===== src/ocs_pkg.sv =====
// constants, field codes and state type for the oscillator select block
// assumes nothing beyond a SystemVerilog compiler
package ocs_pkg;

   // initial oscillator select codes
   localparam logic [2:0] SEL_FRC_DIVN = 3'h7;
   localparam logic [2:0] SEL_FRC_DIV16 = 3'h6;
   localparam logic [2:0] SEL_LOW_POWER_RC_OSC = 3'h5;
   localparam logic [2:0] SEL_SEC = 3'h4;
   localparam logic [2:0] SEL_PRI_PLL = 3'h3;
   localparam logic [2:0] SEL_PRI = 3'h2;
   localparam logic [2:0] SEL_FRC_PLL = 3'h1;
   localparam logic [2:0] SEL_FRC = 3'h0;

   // primary oscillator mode codes
   localparam logic [1:0] PMD_HS = 2'h2;
   localparam logic [1:0] PMD_XT = 2'h1;
   localparam logic [1:0] PMD_EC = 2'h0;

   // power-on values when configuration is unprogrammed
   localparam logic [2:0] POR_SEL = SEL_FRC;
   localparam logic [1:0] POR_PMD = PMD_EC;

   // divider constants: prescale and feedback fields add a base, so field value 0 means the base factor
   localparam logic [5:0] PRE_BASE = 6'h02;
   localparam logic [9:0] FB_BASE = 10'h002;
   localparam logic [3:0] POST_DIV2 = 4'h2;
   localparam logic [3:0] POST_DIV4 = 4'h4;
   localparam logic [3:0] POST_DIV8 = 4'h8;
   localparam logic [4:0] FRC_DIV16 = 5'h10;
   localparam logic [1:0] SYS_DIV = 2'h2;

   // clock fail monitor window, in low-power rc ticks
   localparam logic [3:0] FAIL_LOW_POWER_RC_OSC_TICKS = 4'h4;

   // width of the pll input period measurement, sys clocks
   localparam int PERIOD_W = 20;

   // clock mode indices 0..11
   localparam logic [3:0] MODE_FRC_DIVN = 4'h0;
   localparam logic [3:0] MODE_FRC_DIV16 = 4'h1;
   localparam logic [3:0] MODE_LOW_POWER_RC_OSC = 4'h2;
   localparam logic [3:0] MODE_SEC = 4'h3;
   localparam logic [3:0] MODE_HS_PLL = 4'h4;
   localparam logic [3:0] MODE_XT_PLL = 4'h5;
   localparam logic [3:0] MODE_EC_PLL = 4'h6;
   localparam logic [3:0] MODE_HS = 4'h7;
   localparam logic [3:0] MODE_XT = 4'h8;
   localparam logic [3:0] MODE_EC = 4'h9;
   localparam logic [3:0] MODE_FRC_PLL = 4'ha;
   localparam logic [3:0] MODE_FRC = 4'hb;

   typedef enum logic [1:0] {
      OCS_ST_CAPTURE,
      OCS_ST_RUN,
      OCS_ST_FAILSAFE
   } ocs_state_t;

endpackage


===== src/ocs_edge_sync.sv =====
// three-stage synchroniser with rising-edge tick for an oscillator pin
// assumes the pin is slower than half of sys_clk_in
`timescale 1ns/100ps
module ocs_edge_sync
(
   input wire logic sys_clk_in,
   input wire logic reset_n_in,
   input wire logic pin_in,
   output logic tick_out
);
   logic meta_ff;
   logic sync2_ff;
   logic sync3_ff;
   logic level_ff;

   always_ff @(posedge sys_clk_in)
   begin
      if (!reset_n_in)
      begin
         meta_ff <= 1'b0;
         sync2_ff <= 1'b0;
         sync3_ff <= 1'b0;
         level_ff <= 1'b0;
      end
      else
      begin
         meta_ff <= pin_in;
         sync2_ff <= meta_ff;
         sync3_ff <= sync2_ff;
         if (sync2_ff == sync3_ff)
         begin
            level_ff <= sync3_ff;
         end
      end
   end

   // rise counts once the second and third stage agree on high
   assign tick_out = (sync2_ff == sync3_ff) & sync3_ff & ~level_ff;
endmodule


===== src/ocs_tick_div.sv =====
// programmable divider of a tick stream, one output tick per div_in inputs
// assumes div_in is held stable while a period is meant to be exact
`timescale 1ns/100ps
module ocs_tick_div
#(
   parameter int W = 9
)
(
   input wire logic sys_clk_in,
   input wire logic reset_n_in,
   input wire logic [W-1:0] div_in,
   input wire logic tick_in,
   output logic tick_out
);
   logic [W-1:0] cnt_ff;
   logic tick_ff;
   wire last_w = (cnt_ff + 1'b1) >= div_in;

   generate
      if (W < 1)
      begin : g_bad_w
         $error("ocs_tick_div: W must be at least 1");
      end
   endgenerate

   // counter reloads from zero so each period matches the field
   always_ff @(posedge sys_clk_in)
   begin
      if (!reset_n_in)
      begin
         cnt_ff <= '0;
         tick_ff <= 1'b0;
      end
      else
      begin
         tick_ff <= tick_in & last_w;
         if (tick_in)
         begin
            cnt_ff <= last_w ? '0 : cnt_ff + 1'b1;
         end
      end
   end

   assign tick_out = tick_ff;
endmodule


===== src/ocs_top.sv =====
// oscillator source selection, pll model and system clock dividers
// Overview of operation
// fast rc divided by 2 up to 256
// power-on source from select and mode fields
// unprogrammed configuration picks fast rc
// twelve clock modes encoded
// seven system clock options available; the select decode offers eight
// instruction and peripheral clock are source/2
// software keeps instruction clock below 40 MHz
// peripheral equals instruction unless doze ratio
// only primary or fast rc feed pll
// pll prescale 2 to 33, zero means 2
// software keeps vco input 0.8 to 8 MHz
// nine-bit feedback field, 0x1e gives 32
// software keeps vco output 100 to 200 MHz
// pll postscale 2, 4 or 8
// software keeps pll output 12.5 to 80 MHz
// output equals input times m over n1*n2
// low-power rc also feeds watchdog and monitor
// fast rc accepts software tuning value
// clock fail monitor forces fail-safe source
// external clock mode drives pin directly
// initial select encoding of eight sources
// primary mode encoding hs, xt, ec
// dividers are reloading synchronous counters
// oscillators arrive as pins and leave as sys_clk_in tick pulses;
// assumes the sources run well below half of 125 MHz
`timescale 1ns/100ps
module ocs_top
(
   input wire logic sys_clk_in,
   input wire logic reset_n_in,
   input wire logic fast_rc_osc_in,
   input wire logic clock_input_pin_in,
   input wire logic secondary_osc_in,
   input wire logic low_power_rc_osc_in,
   input wire logic config_programmed_in,
   input wire logic [2:0] initial_osc_select_in,
   input wire logic [1:0] primary_osc_mode_in,
   input wire logic [2:0] fast_rc_divide_sel_in,
   input wire logic [4:0] pll_prescale_sel_in,
   input wire logic [8:0] pll_feedback_sel_in,
   input wire logic [1:0] pll_postscale_sel_in,
   input wire logic [5:0] fast_rc_tune_in,
   input wire logic doze_enable_in,
   input wire logic [2:0] doze_ratio_sel_in,
   input wire logic clock_fail_monitor_en_in,
   input wire logic clock_fail_clear_in,
   output logic osc_tick_out,
   output logic instruction_tick_out,
   output logic peripheral_tick_out,
   output logic wdt_ref_tick_out,
   output logic [2:0] active_source_out,
   output logic [1:0] primary_mode_out,
   output logic [3:0] clock_mode_out,
   output logic pll_active_out,
   output logic pll_lock_out,
   output logic crystal_drive_en_out,
   output logic high_speed_drive_out,
   output logic [5:0] fast_rc_tune_out,
   output logic clock_fail_out
);
   localparam int PERIOD_W = ocs_pkg::PERIOD_W;
   localparam logic [PERIOD_W-1:0] PER_MAX = '1;

   ocs_pkg::ocs_state_t state_ff;
   ocs_pkg::ocs_state_t nxt_state;
   logic [2:0] cfg_sel_ff;
   logic [1:0] cfg_pmd_ff;
   logic [5:0] tune_ff;
   logic fail_ff;
   logic [3:0] fail_cnt_ff;
   logic [PERIOD_W-1:0] per_cnt_ff;
   logic [PERIOD_W-1:0] period_ff;
   logic period_valid_ff;
   logic [PERIOD_W:0] acc_ff;
   logic vco_tick_ff;
   logic osc_tick_ff;

   // source pins {low_power_rc_osc, secondary, primary, fast rc}
   wire [3:0] src_pin_w = {low_power_rc_osc_in, secondary_osc_in,
                           clock_input_pin_in, fast_rc_osc_in};
   wire [3:0] src_tick_w;

   genvar gi;
   generate
      for (gi = 0; gi < 4; gi++)
      begin : g_sync
         ocs_edge_sync u_sync
         (
            .sys_clk_in (sys_clk_in),
            .reset_n_in (reset_n_in),
            .pin_in (src_pin_w[gi]),
            .tick_out (src_tick_w[gi])
         );
      end
   endgenerate

   wire frc_tick_w = src_tick_w[0];
   wire pri_tick_w = src_tick_w[1];
   wire sec_tick_w = src_tick_w[2];
   wire low_power_rc_osc_tick_w = src_tick_w[3];

   // fail-safe overrides the captured selection with fast rc
   wire [2:0] sel_w = (state_ff == ocs_pkg::OCS_ST_FAILSAFE) ?
                      ocs_pkg::SEL_FRC : cfg_sel_ff;
   wire pll_on_w = (sel_w == ocs_pkg::SEL_PRI_PLL) ||
                   (sel_w == ocs_pkg::SEL_FRC_PLL);
   wire pll_src_tick_w = pll_on_w &
      ((sel_w == ocs_pkg::SEL_PRI_PLL) ? pri_tick_w : frc_tick_w);

   // fast rc postscaler and fixed divide-by-16
   wire [8:0] frc_div_w = 9'h002 << fast_rc_divide_sel_in;
   wire frc_divn_tick_w;
   wire frc_div16_tick_w;

   ocs_tick_div #(.W(9)) u_frc_divn
   (
      .sys_clk_in (sys_clk_in),
      .reset_n_in (reset_n_in),
      .div_in (frc_div_w),
      .tick_in (frc_tick_w),
      .tick_out (frc_divn_tick_w)
   );

   ocs_tick_div #(.W(5)) u_frc_div16
   (
      .sys_clk_in (sys_clk_in),
      .reset_n_in (reset_n_in),
      .div_in (ocs_pkg::FRC_DIV16),
      .tick_in (frc_tick_w),
      .tick_out (frc_div16_tick_w)
   );

   // pll input prescaler
   wire [5:0] pre_div_w = {1'b0, pll_prescale_sel_in} +
                          ocs_pkg::PRE_BASE;
   wire pre_tick_w;

   ocs_tick_div #(.W(6)) u_pll_pre
   (
      .sys_clk_in (sys_clk_in),
      .reset_n_in (reset_n_in),
      .div_in (pre_div_w),
      .tick_in (pll_src_tick_w),
      .tick_out (pre_tick_w)
   );

   // vco modelled as a rate multiplier: m ticks per measured period;
   // limitation: saturates at one tick per sys clock
   wire [9:0] mult_w = {1'b0, pll_feedback_sel_in} +
                       ocs_pkg::FB_BASE;
   wire [PERIOD_W:0] acc_sum_w = acc_ff + {{(PERIOD_W-9){1'b0}}, mult_w};
   wire [PERIOD_W:0] per_ext_w = {1'b0, period_ff};
   wire vco_hit_w = period_valid_ff && pll_on_w &&
                    (acc_sum_w >= per_ext_w);
   wire [PERIOD_W:0] acc_left_w = acc_sum_w - per_ext_w;
   wire [PERIOD_W:0] nxt_acc = !pll_on_w ? '0 :
      !vco_hit_w ? acc_sum_w :
      (acc_left_w >= per_ext_w) ? per_ext_w - 1'b1 : acc_left_w;

   always_ff @(posedge sys_clk_in)
   begin
      if (!reset_n_in)
      begin
         per_cnt_ff <= '0;
         period_ff <= '0;
         period_valid_ff <= 1'b0;
         acc_ff <= '0;
         vco_tick_ff <= 1'b0;
      end
      else
      begin
         acc_ff <= nxt_acc;
         vco_tick_ff <= vco_hit_w;
         if (!pll_on_w)
         begin
            per_cnt_ff <= '0;
            period_valid_ff <= 1'b0;
         end
         else if (pre_tick_w)
         begin
            per_cnt_ff <= '0;
            period_ff <= per_cnt_ff + 1'b1;
            period_valid_ff <= 1'b1;
         end
         else if (per_cnt_ff != PER_MAX)
         begin
            per_cnt_ff <= per_cnt_ff + 1'b1;
         end
      end
   end

   // pll postscaler, field 3 also divides by 8
   wire [3:0] post_div_w =
      (pll_postscale_sel_in == 2'h0) ? ocs_pkg::POST_DIV2 :
      (pll_postscale_sel_in == 2'h1) ? ocs_pkg::POST_DIV4 :
      ocs_pkg::POST_DIV8;
   wire pll_tick_w;

   ocs_tick_div #(.W(4)) u_pll_post
   (
      .sys_clk_in (sys_clk_in),
      .reset_n_in (reset_n_in),
      .div_in (post_div_w),
      .tick_in (vco_tick_ff),
      .tick_out (pll_tick_w)
   );

   // selected system oscillator tick
   logic osc_sel_tick;
   always_comb
   begin
      case (sel_w)
         ocs_pkg::SEL_FRC_DIVN: osc_sel_tick = frc_divn_tick_w;
         ocs_pkg::SEL_FRC_DIV16: osc_sel_tick = frc_div16_tick_w;
         ocs_pkg::SEL_LOW_POWER_RC_OSC: osc_sel_tick = low_power_rc_osc_tick_w;
         ocs_pkg::SEL_SEC: osc_sel_tick = sec_tick_w;
         ocs_pkg::SEL_PRI_PLL: osc_sel_tick = pll_tick_w;
         ocs_pkg::SEL_PRI: osc_sel_tick = pri_tick_w;
         ocs_pkg::SEL_FRC_PLL: osc_sel_tick = pll_tick_w;
         default: osc_sel_tick = frc_tick_w;
      endcase
   end

   // raw tick of the running source, watched by the fail monitor
   logic mon_tick;
   always_comb
   begin
      case (sel_w)
         ocs_pkg::SEL_SEC: mon_tick = sec_tick_w;
         ocs_pkg::SEL_PRI, ocs_pkg::SEL_PRI_PLL: mon_tick = pri_tick_w;
         default: mon_tick = frc_tick_w;
      endcase
   end

   // instruction and peripheral time base
   wire periph_tick_w;
   wire cpu_doze_tick_w;
   wire [7:0] doze_div_w = 8'h01 << doze_ratio_sel_in;

   ocs_tick_div #(.W(2)) u_sys_div
   (
      .sys_clk_in (sys_clk_in),
      .reset_n_in (reset_n_in),
      .div_in (ocs_pkg::SYS_DIV),
      .tick_in (osc_tick_ff),
      .tick_out (periph_tick_w)
   );

   ocs_tick_div #(.W(8)) u_doze
   (
      .sys_clk_in (sys_clk_in),
      .reset_n_in (reset_n_in),
      .div_in (doze_div_w),
      .tick_in (periph_tick_w),
      .tick_out (cpu_doze_tick_w)
   );

   // ratio 1:1 bypasses the doze divider so both ticks coincide
   wire doze_on_w = doze_enable_in && (doze_ratio_sel_in != 3'h0);

   // clock fail monitor: low_power_rc_osc ticks without a source edge
   wire mon_en_w = clock_fail_monitor_en_in &&
                   (state_ff == ocs_pkg::OCS_ST_RUN) &&
                   (cfg_sel_ff != ocs_pkg::SEL_LOW_POWER_RC_OSC);
   wire fail_hit_w = mon_en_w && low_power_rc_osc_tick_w &&
      (fail_cnt_ff + 1'b1 >= ocs_pkg::FAIL_LOW_POWER_RC_OSC_TICKS);

   always_comb
   begin
      nxt_state = state_ff;
      case (state_ff)
         ocs_pkg::OCS_ST_CAPTURE: nxt_state = ocs_pkg::OCS_ST_RUN;
         ocs_pkg::OCS_ST_RUN:
            if (fail_hit_w)
            begin
               nxt_state = ocs_pkg::OCS_ST_FAILSAFE;
            end
         ocs_pkg::OCS_ST_FAILSAFE: nxt_state = ocs_pkg::OCS_ST_FAILSAFE;
         default: nxt_state = ocs_pkg::OCS_ST_CAPTURE;
      endcase
   end

   always_ff @(posedge sys_clk_in)
   begin
      if (!reset_n_in)
      begin
         state_ff <= ocs_pkg::OCS_ST_CAPTURE;
         cfg_sel_ff <= ocs_pkg::POR_SEL;
         cfg_pmd_ff <= ocs_pkg::POR_PMD;
         tune_ff <= 6'h00;
         fail_ff <= 1'b0;
         fail_cnt_ff <= 4'h0;
         osc_tick_ff <= 1'b0;
      end
      else
      begin
         state_ff <= nxt_state;
         osc_tick_ff <= osc_sel_tick;
         tune_ff <= fast_rc_tune_in;
         // configuration caught once, the cycle after reset release
         if (state_ff == ocs_pkg::OCS_ST_CAPTURE)
         begin
            cfg_sel_ff <= config_programmed_in ?
                          initial_osc_select_in : ocs_pkg::POR_SEL;
            cfg_pmd_ff <= config_programmed_in ?
                          primary_osc_mode_in : ocs_pkg::POR_PMD;
         end
         if (!mon_en_w || mon_tick)
         begin
            fail_cnt_ff <= 4'h0;
         end
         else if (low_power_rc_osc_tick_w && !fail_hit_w)
         begin
            fail_cnt_ff <= fail_cnt_ff + 1'b1;
         end
         // set wins over a clear in the same cycle
         if (fail_hit_w)
         begin
            fail_ff <= 1'b1;
         end
         else if (clock_fail_clear_in)
         begin
            fail_ff <= 1'b0;
         end
      end
   end

   // twelve clock modes from select and primary mode
   wire is_pri_w = (sel_w == ocs_pkg::SEL_PRI) ||
                   (sel_w == ocs_pkg::SEL_PRI_PLL);
   wire pmd_hs_w = (cfg_pmd_ff == ocs_pkg::PMD_HS);
   wire pmd_xt_w = (cfg_pmd_ff == ocs_pkg::PMD_XT);
   logic [3:0] mode;
   always_comb
   begin
      case (sel_w)
         ocs_pkg::SEL_FRC_DIVN: mode = ocs_pkg::MODE_FRC_DIVN;
         ocs_pkg::SEL_FRC_DIV16: mode = ocs_pkg::MODE_FRC_DIV16;
         ocs_pkg::SEL_LOW_POWER_RC_OSC: mode = ocs_pkg::MODE_LOW_POWER_RC_OSC;
         ocs_pkg::SEL_SEC: mode = ocs_pkg::MODE_SEC;
         ocs_pkg::SEL_PRI_PLL:
            mode = pmd_hs_w ? ocs_pkg::MODE_HS_PLL :
                   pmd_xt_w ? ocs_pkg::MODE_XT_PLL : ocs_pkg::MODE_EC_PLL;
         ocs_pkg::SEL_PRI:
            mode = pmd_hs_w ? ocs_pkg::MODE_HS :
                   pmd_xt_w ? ocs_pkg::MODE_XT : ocs_pkg::MODE_EC;
         ocs_pkg::SEL_FRC_PLL: mode = ocs_pkg::MODE_FRC_PLL;
         default: mode = ocs_pkg::MODE_FRC;
      endcase
   end

   assign osc_tick_out = osc_tick_ff;
   assign peripheral_tick_out = periph_tick_w;
   assign instruction_tick_out = doze_on_w ?
                                 cpu_doze_tick_w : periph_tick_w;
   assign wdt_ref_tick_out = low_power_rc_osc_tick_w;
   assign active_source_out = sel_w;
   assign primary_mode_out = cfg_pmd_ff;
   assign clock_mode_out = mode;
   assign pll_active_out = pll_on_w;
   assign pll_lock_out = period_valid_ff;
   assign crystal_drive_en_out = is_pri_w && (pmd_hs_w || pmd_xt_w);
   assign high_speed_drive_out = is_pri_w && pmd_hs_w;
   assign fast_rc_tune_out = tune_ff;
   assign clock_fail_out = fail_ff;
endmodule


===== config.mk =====
export PLATFORM = sky130hd
export DESIGN_NAME = ocs_top
export DESIGN_NICKNAME = d
export VERILOG_FILES = /design/src/ocs_pkg.sv /design/src/ocs_edge_sync.sv /design/src/ocs_tick_div.sv /design/src/ocs_top.sv
export SDC_FILE = /design/constraint.sdc
export NUM_CORES = 1
export LEC_CHECK = 0
export BUFFER_PORTS_ARGS = -buffer_cell sky130_fd_sc_hd__buf_2
export CAP_MARGIN = 20
export CORE_MARGIN = 3
export CORE_UTILIZATION = 62
export CTS_CLUSTER_DIAMETER = 150
export CTS_CLUSTER_SIZE = 40
export DETAILED_ROUTE_END_ITERATION = 6
export HOLD_SLACK_MARGIN = 0.03
export PLACE_DENSITY_LB_ADDON = 0.2
export SYNTH_ARGS = -nofsm -noshare
export SYNTH_HDL_FRONTEND = slang
export SYNTH_HIERARCHICAL = 1
export SYNTH_SLANG_ARGS = --single-unit

===== constraint.sdc =====
create_clock -name sys_clk_in -period 6.6 [get_ports sys_clk_in]
set_input_delay 1.32 -clock sys_clk_in [delete_from_list [all_inputs] [get_ports sys_clk_in]]
set_output_delay 1.32 -clock sys_clk_in [all_outputs]
set_load 0.05 [all_outputs]

Word-level counts from Yosys, hierarchy flattened --
Cells that the tools add are included.
Cells by class: $add $sub $neg 13, $lt $le $gt $ge 9, eq/ne operators 19, shift-type cells 2, muxes and demuxes 26, bitwise logic cells 21, reduce and logical (&&, ||, !) cells 26
Operators by type and width (count):
- 21-bit by 20-bit >= comparator with 1-bit output | 2
- 21-bit two-way mux | 2
- 4-bit one-hot mux with 7 select lines | 1
- 21-bit by 10-bit adder with 21-bit output | 1
- 20-bit by 1-bit subtractor with 21-bit output (second input constant) | 1
- 21-bit by 20-bit subtractor with 21-bit output | 1
- 20-bit by 1-bit adder with 20-bit output (second input constant) | 1
- 20-bit inequality test (second input constant) | 1
- 4-bit two-way mux | 4
- 1-bit AND | 15
- 3-bit equality test (second input constant) | 4
- 9-bit by 2-bit adder with 10-bit output (second input constant) | 1
- 1-bit logical AND | 10
- 2-bit two-way mux | 5
- 9-bit by 1-bit adder with 9-bit output (second input constant) | 1
- 9-bit >= comparator | 1
- 9-bit two-way mux | 1
- 2-bit by 3-bit left shift with 9-bit output (first input constant) | 1
- 4-bit by 1-bit adder with 4-bit output (second input constant) | 2
- 8-bit by 1-bit adder with 8-bit output (second input constant) | 1
- 8-bit >= comparator | 1
- 8-bit two-way mux | 1
- 1-bit by 3-bit left shift with 8-bit output (first input constant) | 1
- 5-bit by 2-bit adder with 6-bit output (second input constant) | 1
- other kinds (31) | 56
Storage, ports and cells: register bits after elaboration 138, bits of input ports 43, output and inout port bits 24, word-level logic and storage cells 156

Logic depth before layout (Yosys ltp) --
word-level depth 7, depth in mapped cells 30, mapped depth without buffers 29

By module --
Netlist, hierarchy kept.
By module, submodules not included:
- ocs_top | times used 1, cells each 759, area each 6232.2 sq um, seq. area each 1641.6 sq um
- ocs_tick_div (u_frc_divn) | times used 1, cells each 91, area each 764.5 sq um, seq. area each 200.2 sq um
- ocs_tick_div (u_doze) | times used 1, cells each 79, area each 654.4 sq um, seq. area each 180.2 sq um
- ocs_edge_sync | times used 4, cells each 11, area each 133.9 sq um, seq. area each 80.1 sq um
- ocs_tick_div (u_pll_pre) | times used 1, cells each 57, area each 510.5 sq um, seq. area each 140.1 sq um
- ocs_tick_div (u_frc_div16) | times used 1, cells each 49, area each 427.9 sq um, seq. area each 120.1 sq um
- ocs_tick_div (u_pll_post) | times used 1, cells each 38, area each 355.3 sq um, seq. area each 100.1 sq um
- ocs_tick_div (u_sys_div) | times used 1, cells each 17, area each 166.4 sq um, seq. area each 60.1 sq um

Worst setup path after synthesis --
OpenSTA, ideal clock, no wires.
path kind input-to-reg, start point input port pll_feedback_sel_in[1], end point register acc_ff[4], library setup time 117 ps, arrival 6043 ps, required time 6483 ps, slack 440 ps, stages on the path 27, path buffers 0, cells stage by stage inv_1 -> ha_1 -> inv_1 -> ha_1 -> inv_1 -> fa_1 -> nor2b_1 -> o21ai_0 -> nand2b_1 -> nand2_1 -> a21oi_1 -> a21oi_1 -> nor2_1 -> xor2_1 -> ha_1 -> a21o_1 -> a21oi_1 -> o21ai_0 -> a211o_1 -> a21oi_1 -> xnor2_1 -> ha_1 -> a2111oi_0 -> o211ai_1 -> a221o_1 -> or2_0 -> a32o_1
Between the ends: word-level cells in the longest chain between the ends 6, elaborated cells between the ends (all ways) 8, classes of those cells add/sub: 3; order compare: 2; mux: 2; reduce/logical: 1
RTL lines:
- start: declaration | line ocs_top.sv:42 | input wire logic [8:0] pll_feedback_sel_in,
- 9-bit by 2-bit adder with 10-bit output (*) | line ocs_top.sv:151 | wire [9:0] mult_w = {1'b0, pll_feedback_sel_in} +
- 21-bit by 10-bit adder with 21-bit output (*) | line ocs_top.sv:153 | wire [PERIOD_W:0] acc_sum_w = acc_ff + {{(PERIOD_W-9){1'b0}}, mult_w};
- 21-bit by 20-bit subtractor with 21-bit output | line ocs_top.sv:157 | wire [PERIOD_W:0] acc_left_w = acc_sum_w - per_ext_w;
- 21-bit by 20-bit >= comparator with 1-bit output | line ocs_top.sv:160 | (acc_left_w >= per_ext_w) ? per_ext_w - 1'b1 : acc_left_w;
- 21-bit two-way mux | line ocs_top.sv:160
- 21-bit two-way mux (*) | line ocs_top.sv:159 | !vco_hit_w ? acc_sum_w :
- end signal: assignment | line ocs_top.sv:174 | acc_ff <= nxt_acc;
- end: declaration | line ocs_top.sv:76 | logic [PERIOD_W:0] acc_ff;
Mark *: on every way between the ends. The rest lies on a longest branch, timed or not. A chain may end at the register's enable or synchronous reset.

Worst setup path after layout --
start point input port pll_feedback_sel_in[1], end point register acc_ff[2]
The elaborated chain is that of the path after synthesis.

==> out/results.ini <==
[detailed_routing]
vias=8332
routed_wl_um=21600
drtAntennaViolNets=0
drc=0
routedWlPerCell_um=15.0
drt_iter0_markers=506
firstDrtPassIters=5
viasPerCell=5.79

[placement]
io_buffers=66
hpwl_um=15900
gp_congestion=0.945

[floorplanning]
dieWidth_um=131
core_sq_um=14900
dieArea_sq_um=17100
io_pins=67
rows=44
start_util=0.649
dieHeight_um=131

[worst_setup_path]
slowest_stage=a221o_2
criticalPathCategory=primary input to flip-flop
path_max_fanout=6
crit_top_cell=ha_1
arrival_ps=6630
required_ps=6890
endpoint_kind=flip-flop
start_kind=primary input
max_stage_delay_ps=440
r2r_setup_slack_ps=950

[synth]
syn_inst=1134
async_flop_share=0
synth_top_area_cell=dfxtp_1
synth_enable_flop_cells=0
synth.distinct_cells=78
ys.flop_type=dfxtp_1
synth_top_area_frac=0.286
avgSynthCellArea_sq_um=8.51
ys_seq_area_frac=0.286
yosys-top-cells-area=dfxtp_1 (29%), ha_1 (15%), xnor2_1 (5.7%)
ys_ff_latch=138
yosys_warnings=6
synthTopCellsByCount=dfxtp_1 (138), ha_1 (112), nand2_1 (94)
synth_area_sq_um=9650
synth.most_common_cell=dfxtp_1

[sta]
worst_slew_pin_slew_ps=836
timing.slew.headroom=0.442
drv_slew=0
post-route-period-util=0.961
period_needed_ps=6340
fmax_mhz=158
setup_violations=0
finalSetupTns_ps=0
finClkSkew_ps=19.1
hold_viol=0

[final_layout]
fillers=1146
seq_area_sq_um=2760
drive_gt1_frac=0.145
final_nets=1399
area_growth_syn_to_layout_pct=15.2
multiInputGateArea_sq_um=6520
fin_util=0.747
n_antenna_cell=0

[power_and_ir_drop]
p_per_area_nw_per_um2=227
vdd_drop_max_mv=0.200
cellLeakagePower_nw=5.12

[outcome]
outcome=finished clean

[grt]
grt_usage=0.259
antenna_found_initial=0
grt_pass1_vias=7946
overflow=0
grt_pass1_wl_um=36300
grt_start_max_net_pins=48

[hold_path]
hp-class=flip-flop to flip-flop

[clock_network]
clockBufferDepth=2
cts_hold_buf=0
cts_buffers=17
cts.htree.levels=4
tritoncts=done
root_buffer=clkbuf_16
path_clk_slew_ps=60
clk-insertion-delay-late_ps=430
clock-sinks=138

[job]
drv_cap=0

-- critical path, delay by kind of cell --
family / cells / cell delay, ps
buffers and inverters: 5 / 400
AO/OA/AOI/OAI: 12 / 2140
XOR/XNOR: 2 / 350
AND/OR/NAND/NOR: 6 / 690
adder cells (fa/ha/maj): 5 / 1490
multiplexers: 1 / 220
-- sequential cells by signal (all words and copies together) (netlist names), 5 cells and up --
| name | flops |
|---|---|
| u_frc_div16/cnt_ff | 5 |
| u_pll_pre/cnt_ff | 6 |
| per_cnt_ff | 20 |
| u_frc_divn/cnt_ff | 9 |
| acc_ff | 21 |
| fast_rc_tune_out | 6 |
| period_ff | 20 |
| u_doze/cnt_ff | 8 |
-- logic make-up after synthesis --
group | count (synthesis) | synth area share
compound gates | 235 | 0.172
xor+xnor | 97 | 0.0881
fa+ha+maj | 114 | 0.149
buf+inv | 112 | 0.0463
flops | 138 | 0.286
mux | 32 | 0.0335
other cells | 2 | 0.000779
simple gates | 404 | 0.223
-- cells in the final DEF (no fill, tap or decap), drive strengths merged, types with 6 or more instances in the layout --
master   instances
nand3           55
o2bb2ai         15
a21o            13
conb             9
ha             112
o21a            14
inv             87
a21boi          15
buf            111
a21oi           69
nand2           94
clkbuf          20
nor3b            9
nor2b           30
o21ai           42
and2            26
xnor2           63
mux2i           30
dfxtp          138
nor4            11
nor3            20
and3            18
nand4           18
nand2b          34
xor2            34
a211oi           6
nor2            60
o211a           18
-- final timing paths --
check,from,to,cells past startpoint
hold reg to reg,g_sync[1].u_sync/meta_ff,g_sync[1].u_sync/sync2_ff,1
setup reg to reg,acc_ff[1],acc_ff[2],30
hold / removal,g_sync[1].u_sync/meta_ff,g_sync[1].u_sync/sync2_ff,1
setup / recovery,pll_feedback_sel_in[1],acc_ff[2],31
-- repair_timing --
action,in CTS,in global routing
pin swaps,0,9
hold endpoints to repair,0,0
resized for setup,1,16
buffers inserted,0,6
setup endpoints to repair,1,21
gates cloned,0,0
-- metrics by stage --
stage	worst slack [ps]	hold WS, ps	std cells	total power [mW]	cell area (sq um)
2_1_floorplan	440	412	1141	1.36	9670
3_3_place_gp	-181	417	1401	1.50	10400
3_5_place_dp	-414	418	1401	1.52	10400
4_1_cts	31.3	433	1433	2.49	11000
5_1_grt	-5.20	451	1439	2.64	11100
6_report	257	433	1439	2.52	11100
-- metal layers --
layer  track usage  part of all wire
met1         0.340              0.47
met2         0.436              0.47
met3        0.0455             0.044
met4        0.0817             0.020
met5             0                 0
-- final cells by class --
cell class,instances,area share
Clock buffer,20,0.0420
Clock inverter,12,0.0122
Inverter,83,0.0280
Multi-Input combinational cell,891,0.587
Sequential cell,138,0.249
Tap cell,184,0.0207
Timing Repair Buffer,111,0.0613
-- where the power goes --
part	leakage (nW)	internal (mW)	switching [mW]
Combinational	3.71	0.305	0.384
Clock	0.298	0.590	0.371
Sequential	1.12	0.852	0.0171
No activity file was read; power rests on OpenSTA's default activity.
